[config.mk]
export PLATFORM = sky130hd
export DESIGN_NAME = rls_serializer
export DESIGN_NICKNAME = d
export VERILOG_FILES = /design/src/design/rls_pkg.sv /design/src/design/rls_fifo.sv /design/src/design/rls_serializer.sv
export SDC_FILE = /design/constraint.sdc
export NUM_CORES = 2
export LEC_CHECK = 0
export ABC_AREA = 1
export CAP_MARGIN = 20
export CORE_UTILIZATION = 50
export CTS_CLUSTER_DIAMETER = 120
export CTS_CLUSTER_SIZE = 20
export DETAILED_ROUTE_END_ITERATION = 12
export DONT_BUFFER_PORTS = 1
export GPL_TIMING_DRIVEN = 0
export SETUP_SLACK_MARGIN = 0.02
export SLEW_MARGIN = 15
export SYNTH_ARGS = -nofsm -noshare
export SYNTH_HDL_FRONTEND = slang
export SYNTH_HIERARCHICAL = 1
export SYNTH_SLANG_ARGS = --single-unit
[constraint.sdc]
create_clock -name clk_i -period 21.2 [get_ports clk_i]
set_clock_uncertainty 0.1 [all_clocks]
set_input_delay 2.12 -clock clk_i [delete_from_list [all_inputs] [get_ports clk_i]]
set_output_delay 2.12 -clock clk_i [all_outputs]
set_load 0.1 [all_outputs]
[src/design/rls_pkg.sv]
/*
 Constants, timing figures and state codes of the pixel-to-serial-lane transmitter.
 Assumes a single 100 MHz system clock that samples every pin, including the pixel clock.
*/
// Overview of operation
// Serial bit lasts one seventh pixel period single, two sevenths dual.
// Bit 0 goes out first; bit 6 occupies the seventh interval.
// Lanes stay quiet until lock time after enable with running pixel clock.
// Dual-mode pixels reach lanes after a fixed pipeline from capture; the code holds pairs in a FIFO popped at word ends, so the delay varies.
// Mode low uses lane group A only; high uses groups A and B.
// Capture on rising pixel clock edge when select high, falling when low.
// Dual mode: first pixel after enable rise to A, next to B; blanking even.
// Power-down low stops timing and disables all lane drivers until high.
// Bit timing derives from the pixel clock; clock lane marks word boundaries.
package rls_pkg;
  localparam int unsigned CLK_PERIOD_NS = 10;
  localparam int unsigned LOCK_TIME_MS = 1;
  localparam int unsigned NS_PER_MS = 1000000;
  localparam int unsigned LOCK_CYCLES = LOCK_TIME_MS * NS_PER_MS / CLK_PERIOD_NS;
  localparam int unsigned PIX_W = 27;
  localparam int unsigned WORD_W = 28;
  localparam int unsigned LANES = 4;
  localparam int unsigned BITS = 7;
  localparam logic [2:0] FIRST_BIT = 3'h0;
  localparam logic [2:0] LAST_BIT = 3'h6;
  localparam logic [2:0] CLK_HIGH_BITS = 3'h4;
  localparam int unsigned DUAL_LATENCY_PIX = 9;
  localparam int unsigned IN_W = 31;
  typedef enum logic [1:0] {
    ST_OFF = 2'b00,
    ST_LOCK = 2'b01,
    ST_RUN = 2'b10
  } rls_state_t;
endpackage : rls_pkg

[src/design/rls_fifo.sv]
/*
 Synchronous FIFO with valid and ready on both sides and registered read data.
 Assumes one clock; clr_i empties it synchronously.
*/
module rls_fifo #(
  parameter int unsigned WIDTH = 54,
  parameter int unsigned DEPTH = 16
) (
  input wire logic clk_i,
  input wire logic sys_rst_i,
  input wire logic clr_i,
  input wire logic in_valid_i,
  input wire logic [WIDTH-1:0] in_data_i,
  output logic in_ready_o,
  output logic out_valid_o,
  output logic [WIDTH-1:0] out_data_o,
  input wire logic out_ready_i
);
  localparam int unsigned AW = $clog2(DEPTH);
  localparam logic [AW:0] FULL = DEPTH[AW:0];

  if (DEPTH < 2 || (1 << AW) != DEPTH) begin : g_depth_chk
    $error("FIFO depth must be a power of two");
  end

  logic [WIDTH-1:0] mem [DEPTH];
  logic [AW-1:0] wr_q, rd_q;
  logic [AW:0] cnt_q;
  logic ov_q;
  logic [WIDTH-1:0] out_q;

  wire push = in_valid_i && (cnt_q != FULL);
  wire load = (cnt_q != '0) && (!ov_q || out_ready_i);

  assign in_ready_o = cnt_q != FULL;
  assign out_valid_o = ov_q;
  assign out_data_o = out_q;

  always_ff @(posedge clk_i) begin
    if (push) begin
      mem[wr_q] <= in_data_i;
    end
  end

  always_ff @(posedge clk_i or posedge sys_rst_i) begin
    if (sys_rst_i) begin
      wr_q <= '0;
      rd_q <= '0;
      cnt_q <= '0;
      ov_q <= 1'b0;
      out_q <= '0;
    end else if (clr_i) begin
      wr_q <= '0;
      rd_q <= '0;
      cnt_q <= '0;
      ov_q <= 1'b0;
    end else begin
      wr_q <= push ? wr_q + 1'b1 : wr_q;
      rd_q <= load ? rd_q + 1'b1 : rd_q;
      cnt_q <= cnt_q + {{AW{1'b0}}, push} - {{AW{1'b0}}, load};
      if (load) begin
        out_q <= mem[rd_q];
      end
      ov_q <= load || (ov_q && !out_ready_i);
    end
  end
endmodule : rls_fifo

[src/design/rls_serializer.sv]
/*
 Pixel capture, single or dual lane-group word serialisation, lock timing and power-down.
 Assumes all inputs are asynchronous pins sampled by clk_i; the pixel clock is far slower than clk_i.
*/
module rls_serializer
  import rls_pkg::*;
#(
  parameter int unsigned LOCK_CYCLES_P = LOCK_CYCLES,
  parameter int unsigned PER_W = 16,
  parameter int unsigned FIFO_DEPTH = 16
) (
  input wire logic clk_i,
  input wire logic sys_rst_i,
  input wire logic pix_clk_i,
  input wire logic [7:0] red_i,
  input wire logic [7:0] green_i,
  input wire logic [7:0] blue_i,
  input wire logic hsync_i,
  input wire logic vsync_i,
  input wire logic de_i,
  input wire logic pixel_output_mode_select_i,
  input wire logic capture_edge_select_i,
  input wire logic power_down_n_i,
  output logic [LANES-1:0] lane_group_a_data_o,
  output logic lane_group_a_clk_o,
  output logic lane_group_a_en_o,
  output logic [LANES-1:0] lane_group_b_data_o,
  output logic lane_group_b_clk_o,
  output logic lane_group_b_en_o,
  output logic locked_o,
  output logic overflow_o
);
  localparam int unsigned LOCK_W = $clog2(LOCK_CYCLES_P + 1);
  localparam logic [LOCK_W-1:0] LOCK_LAST = LOCK_W'(LOCK_CYCLES_P - 1);

  if (LOCK_CYCLES_P < 1) begin : g_lock_chk
    $error("Lock count must be at least one");
  end
  if (PER_W < 4) begin : g_per_chk
    $error("Period counter too narrow");
  end

  function automatic logic [PER_W:0] div7(input logic [PER_W:0] v);
    logic [PER_W:0] q;
    q = v / (PER_W + 1)'(BITS);
    div7 = (q == '0) ? (PER_W + 1)'(1) : q;
  endfunction : div7

  function automatic logic [LANES-1:0] lane_bits(input logic [WORD_W-1:0] w, input logic [2:0] pos);
    logic [LANES-1:0] r;
    r = '0;
    for (int l = 0; l < LANES; l++) begin
      r[l] = w[l * BITS + int'(pos)];
    end
    lane_bits = r;
  endfunction : lane_bits

  // Two-stage synchroniser for every pin.
  logic [IN_W-1:0] s1_q, s2_q;
  wire [IN_W-1:0] in_w = {power_down_n_i, capture_edge_select_i, pixel_output_mode_select_i,
                          de_i, vsync_i, hsync_i, blue_i, green_i, red_i, pix_clk_i};
  always_ff @(posedge clk_i or posedge sys_rst_i) begin
    if (sys_rst_i) begin
      s1_q <= '0;
      s2_q <= '0;
    end else begin
      s1_q <= in_w;
      s2_q <= s1_q;
    end
  end

  wire pclk = s2_q[0];
  wire [PIX_W-1:0] pix = s2_q[PIX_W:1];
  wire de = s2_q[PIX_W];
  wire mode = s2_q[PIX_W+1];
  wire edge_sel = s2_q[PIX_W+2];
  wire pdn = s2_q[PIX_W+3];

  rls_state_t state_q;
  logic pclk_q, de_q, phase_q, overflow_q;
  logic [PIX_W-1:0] half_q;
  logic [PER_W-1:0] per_cnt_q, period_q;
  logic [1:0] seen_q;
  logic [LOCK_W-1:0] lock_q;
  logic [PER_W:0] bit_cnt_q;
  logic [2:0] pos_q;
  logic [WORD_W-1:0] word_a_q, word_b_q;

  wire run = state_q == ST_RUN;
  wire off = state_q == ST_OFF;
  wire cap = edge_sel ? (pclk && !pclk_q) : (!pclk && pclk_q);
  wire per_ok = seen_q == 2'h2;
  wire de_rise = de && !de_q;
  wire [PER_W:0] len_w = div7(mode ? {period_q, 1'b0} : {1'b0, period_q});
  wire ben = run && (bit_cnt_q >= len_w - 1'b1);
  wire wrap = ben && (pos_q == LAST_BIT);
  wire [2:0] npos = (pos_q == LAST_BIT) ? FIRST_BIT : pos_q + 3'h1;

  wire f_ready, f_valid;
  wire [2*PIX_W-1:0] f_data;
  wire second = mode && phase_q && !de_rise;
  wire push = run && cap && (!mode || second);
  wire [2*PIX_W-1:0] push_data = mode ? {pix, half_q} : {{PIX_W{1'b0}}, pix};
  wire pop = wrap && f_valid;
  wire [PIX_W-1:0] f_lo = f_data[PIX_W-1:0];
  wire [WORD_W-1:0] load_a = f_valid ? {1'b0, f_lo} : '0;
  wire [WORD_W-1:0] load_b = f_valid ? {1'b0, f_data[2*PIX_W-1:PIX_W]} : '0;
  wire [WORD_W-1:0] nxt_a = wrap ? load_a : word_a_q;
  wire [WORD_W-1:0] nxt_b = wrap ? load_b : word_b_q;

  rls_fifo #(
    .WIDTH(2 * PIX_W),
    .DEPTH(FIFO_DEPTH)
  ) u_fifo (
    .clk_i(clk_i),
    .sys_rst_i(sys_rst_i),
    .clr_i(off),
    .in_valid_i(push),
    .in_data_i(push_data),
    .in_ready_o(f_ready),
    .out_valid_o(f_valid),
    .out_data_o(f_data),
    .out_ready_i(pop)
  );

  // Power state and lock timer.
  always_ff @(posedge clk_i or posedge sys_rst_i) begin
    if (sys_rst_i) begin
      state_q <= ST_OFF;
      lock_q <= '0;
    end else begin
      unique case (state_q)
        ST_OFF: begin
          lock_q <= '0;
          state_q <= pdn ? ST_LOCK : ST_OFF;
        end
        ST_LOCK: begin
          lock_q <= per_ok ? lock_q + 1'b1 : '0;
          state_q <= !pdn ? ST_OFF : ((per_ok && lock_q == LOCK_LAST) ? ST_RUN : ST_LOCK);
        end
        ST_RUN: begin
          state_q <= pdn ? ST_RUN : ST_OFF;
        end
        default: begin
          state_q <= ST_OFF;
        end
      endcase
    end
  end

  // Pixel period measurement and capture pairing.
  always_ff @(posedge clk_i or posedge sys_rst_i) begin
    if (sys_rst_i) begin
      pclk_q <= 1'b0;
      per_cnt_q <= '0;
      period_q <= '0;
      seen_q <= '0;
      de_q <= 1'b0;
      phase_q <= 1'b0;
      half_q <= '0;
      overflow_q <= 1'b0;
    end else begin
      pclk_q <= pclk;
      if (off) begin
        per_cnt_q <= '0;
        seen_q <= '0;
        phase_q <= 1'b0;
        de_q <= 1'b0;
        overflow_q <= 1'b0;
      end else if (cap) begin
        per_cnt_q <= '0;
        period_q <= per_cnt_q + 1'b1;
        seen_q <= per_ok ? seen_q : seen_q + 2'h1;
        de_q <= de;
        phase_q <= mode && !second;
        half_q <= pix;
        overflow_q <= overflow_q || (push && !f_ready);
      end else if (per_cnt_q != '1) begin
        per_cnt_q <= per_cnt_q + 1'b1;
      end
    end
  end

  // Bit timing, word load and lane drivers.
  always_ff @(posedge clk_i or posedge sys_rst_i) begin
    if (sys_rst_i) begin
      bit_cnt_q <= '0;
      pos_q <= LAST_BIT;
      word_a_q <= '0;
      word_b_q <= '0;
      lane_group_a_data_o <= '0;
      lane_group_b_data_o <= '0;
      lane_group_a_clk_o <= 1'b0;
      lane_group_b_clk_o <= 1'b0;
    end else if (!run) begin
      bit_cnt_q <= '0;
      pos_q <= LAST_BIT;
      lane_group_a_data_o <= '0;
      lane_group_b_data_o <= '0;
      lane_group_a_clk_o <= 1'b0;
      lane_group_b_clk_o <= 1'b0;
    end else if (ben) begin
      bit_cnt_q <= '0;
      pos_q <= npos;
      word_a_q <= nxt_a;
      word_b_q <= nxt_b;
      lane_group_a_data_o <= lane_bits(nxt_a, npos);
      lane_group_b_data_o <= mode ? lane_bits(nxt_b, npos) : '0;
      lane_group_a_clk_o <= npos < CLK_HIGH_BITS;
      lane_group_b_clk_o <= mode && (npos < CLK_HIGH_BITS);
    end else begin
      bit_cnt_q <= bit_cnt_q + 1'b1;
    end
  end

  always_ff @(posedge clk_i or posedge sys_rst_i) begin
    if (sys_rst_i) begin
      lane_group_a_en_o <= 1'b0;
      lane_group_b_en_o <= 1'b0;
      locked_o <= 1'b0;
      overflow_o <= 1'b0;
    end else begin
      lane_group_a_en_o <= run && pdn;
      lane_group_b_en_o <= run && pdn && mode;
      locked_o <= run;
      overflow_o <= overflow_q;
    end
  end
endmodule : rls_serializer

==> out/metrics.yaml <==
timing:
  worst-slew-pin-transition_ns: 1.07
  fin_ws_ns: 9.27
  rsz0062_at_grt: "no"
  min_period_ns: 11.93
  setup_viol: 0
  finalHoldViolCount: 0
  slew_headroom_pct: 28.8
  fmax_ghz: 0.0839
  maxSlewViolCount: 0
  min_period_over_period_pct: 56.3
  tns_ns: 0
floorplanning:
  die_area_um2: 101000
  core_area_um2: 98400
  ioPinCount: 47
  fp.dieH_um: 317
  rows: 115
  start_util_pct: 50.4
  die-width_um: 317
clock_network:
  cts_tree: "yes"
  post_cts_buffers: 0
  clock_latency_ns: 0.67
  cts_made_buffers: 68
  clock-root-buffer: "clkbuf_16"
  clkTransAtPathRegs_ns: 0.09
  cts_hold_buf: 0
  cts_sinks: 1168
  clockBufferDepth: 3
  cts_max_level: 3
  post_cts_resized: 0
setup_path:
  critPathLaunch: "s2_q[28]"
  crit_required_ns: 21.70
  crit_buf_inv: 15
  r2r_slack_ns: 9.27
  cp-start-kind: "register"
  end_kind: "register"
  r2r_start: "s2_q[28]"
  cp_slowest_stage_delay_ns: 0.59
  crit_end: "u_fifo/cnt_q[4]"
  crit_fanout: 10
  crit_cells: 80
  critical_path_class: "register to register"
  slowest_stage: "buf_1"
  worstPathArrival_ns: 12.42
  critical_path.top_delay_family: "simple AND/OR/NAND/NOR gates"
  cpMostUsedCell: "nand2_2"
  rr_endpoint: "u_fifo/cnt_q[4]"
  ff2ff_path_depth: 80
power_and_ir_drop:
  p_seq_share_pct: 61.6
  power.density_nw_per_um2: 74.6
  sw_frac_of_total_pct: 22.4
  pwr-share-clk_pct: 33.1
  internal_power_uw: 3160
  p_switching_uw: 911
  p_leak_uw: 0.0225
  pwr-share-comb_pct: 5.3
  ir_drop_v: 0.0000751
logic_synthesis:
  synth_top_area_cell: "edfxtp_1"
  netlist_top_cells_count: "nand2_1, edfxtp_1, nand3_1, dfrtp_1, inv_1"
  syn_inst: 4674
  syn_nets: 4747
  synth.most_common_cell: "nand2_1"
  synthArstFlopShare_pct: 26.0
  syn_area_per_cell_um2: 10.6
  syn_area_um2: 49600
  yosysSeqAreaShare_pct: 67.6
  yosys-top-cells-area: "edfxtp_1, dfrtp_1, nand2_1, nand3_1, inv_1"
  synth-edff-count: 864
  ys.flop_type: "edfxtp_1"
  yosysWarnings: 6
  synth.distinct_cells: 60
  synth_top_area_share_pct: 52.3
  ys_ff_latch: 1168
placed_design:
  place_worst_setup_slack_ns: 9.36
  io_buffers: 0
  dp_hpwl_um: 104000
  place_area_um2: 52700
  place_congestion: 0.889
min_path:
  min_path_type: "register to register"
drt:
  wirelength_um: 148000
  remaining_drc_errors: 0
  vias_per_cell: 5.70
  vias: 34900
  first_pass_iters: 6
  ant_nets: 0
  drt-initial-drc-count: 3822
  wl_per_cell_um: 24.1
final_layout:
  drive_above_1_share_pct: 7.88
  nets: 4883
  final_area_um2: 54600
  nFillCells: 8476
  syn2layout_area_growth_pct: 9.99
grt:
  grtUsageTotal_pct: 29.5
  grt_pass1_wl_um: 215000
  overflow: 0
  antenna_found_initial: 6
  grt_pass1_vias: 32600
  grt_max_degree: 112
run_status:
  status: "complete, no violations"
flow_run:
  cap_violations: 0
## routing by layer
metal	vias to the layer above	global-route usage [%]	part of all wire (%)
li1	16100	-	-
met1	17100	42.0	42
met2	1447	46.3	46
met3	244	4.74	8.6
met4	6	10.1	3.5
met5	-	0	0.026
## cell type report
type	count	area, µm²	area share [%]
well taps	1287	1610	2.95
clock inverters	2	32.5	0.0596
flip-flops and latches	1168	33600	61.4
plain buffers	241	1220	2.23
inverters	283	1070	1.97
diodes	1	2.50	0.00458
repair buffers	66	1300	2.39
clock buffers	96	1850	3.39
multi-input cells	2982	14000	25.6
## sequential cells by signal, indices dropped and copies added, names as in the netlist, 17 cells and up
| register | cells |
|---|---|
| s1_q | 31 |
| word_b_q | 28 |
| word_a_q | 28 |
| half_q | 27 |
| s2_q | 31 |
| lock_q | 17 |
| bit_cnt_q | 17 |
| u_fifo/out_data_o | 54 |
| u_fifo/mem | 864 |
## how the worst min path moves through the flow
stage | from | end | cells after the start | slack (ns)
floorplan | s1_q[0] | s2_q[0] | 0 | 0.23
global placement | s1_q[15] | s2_q[15] | 0 | 0.23
detailed placement | s1_q[16] | s2_q[16] | 0 | 0.23
CTS | s1_q[18] | s2_q[18] | 0 | 0.24
global route | s1_q[26] | s2_q[26] | 0 | 0.26
finish | s1_q[18] | s2_q[18] | 0 | 0.23
## kinds of logic after synthesis
family,synth area share (%)
AO/OA/AOI/OAI,4.22
XOR/XNOR,0.459
adder cells (fa/ha/maj),1.02
buffers and inverters,4.60
flip-flops,67.6
other,0.00755
AND/OR/NAND/NOR,22.1
## power groups by stage
stage          Clock, µW  Sequential (µW)  Combinational, µW
6_report            1350             2510                216
5_1_grt             1440             2510                240
4_1_cts             1370             2510                215
3_5_place_dp           0             2560                214
3_3_place_gp           0             2560                199
2_1_floorplan          0             2550                143
## metrics by stage
| step | utilization (%) | hold WS [ns] | std cells | total power [µW] |
|---|---|---|---|---|
| 2_1_floorplan | - | 0.231 | 4674 | 2700 |
| 3_3_place_gp | 52.1 | 0.232 | 5961 | 2760 |
| 3_5_place_dp | 53.6 | 0.235 | 6026 | 2770 |
| 4_1_cts | 55.5 | 0.236 | 6124 | 4090 |
| 5_1_grt | 55.5 | 0.256 | 6125 | 4190 |
| 6_report | 55.5 | 0.232 | 6126 | 4070 |
## cells in the final DEF (no fill, tap or decap), types with 53 or more instances in the layout
cell type and count:
buf_4 53, o21ai_0 150, dfrtp_1 302, a22oi_1 58
a21oi_1 65, nand3_1 718, nand2_1 1611, nor2_1 95
clkbuf_1 99, buf_2 90, edfxtp_1 864, inv_1 264
clkbuf_16 70
(Power assumes the default switching activity.)
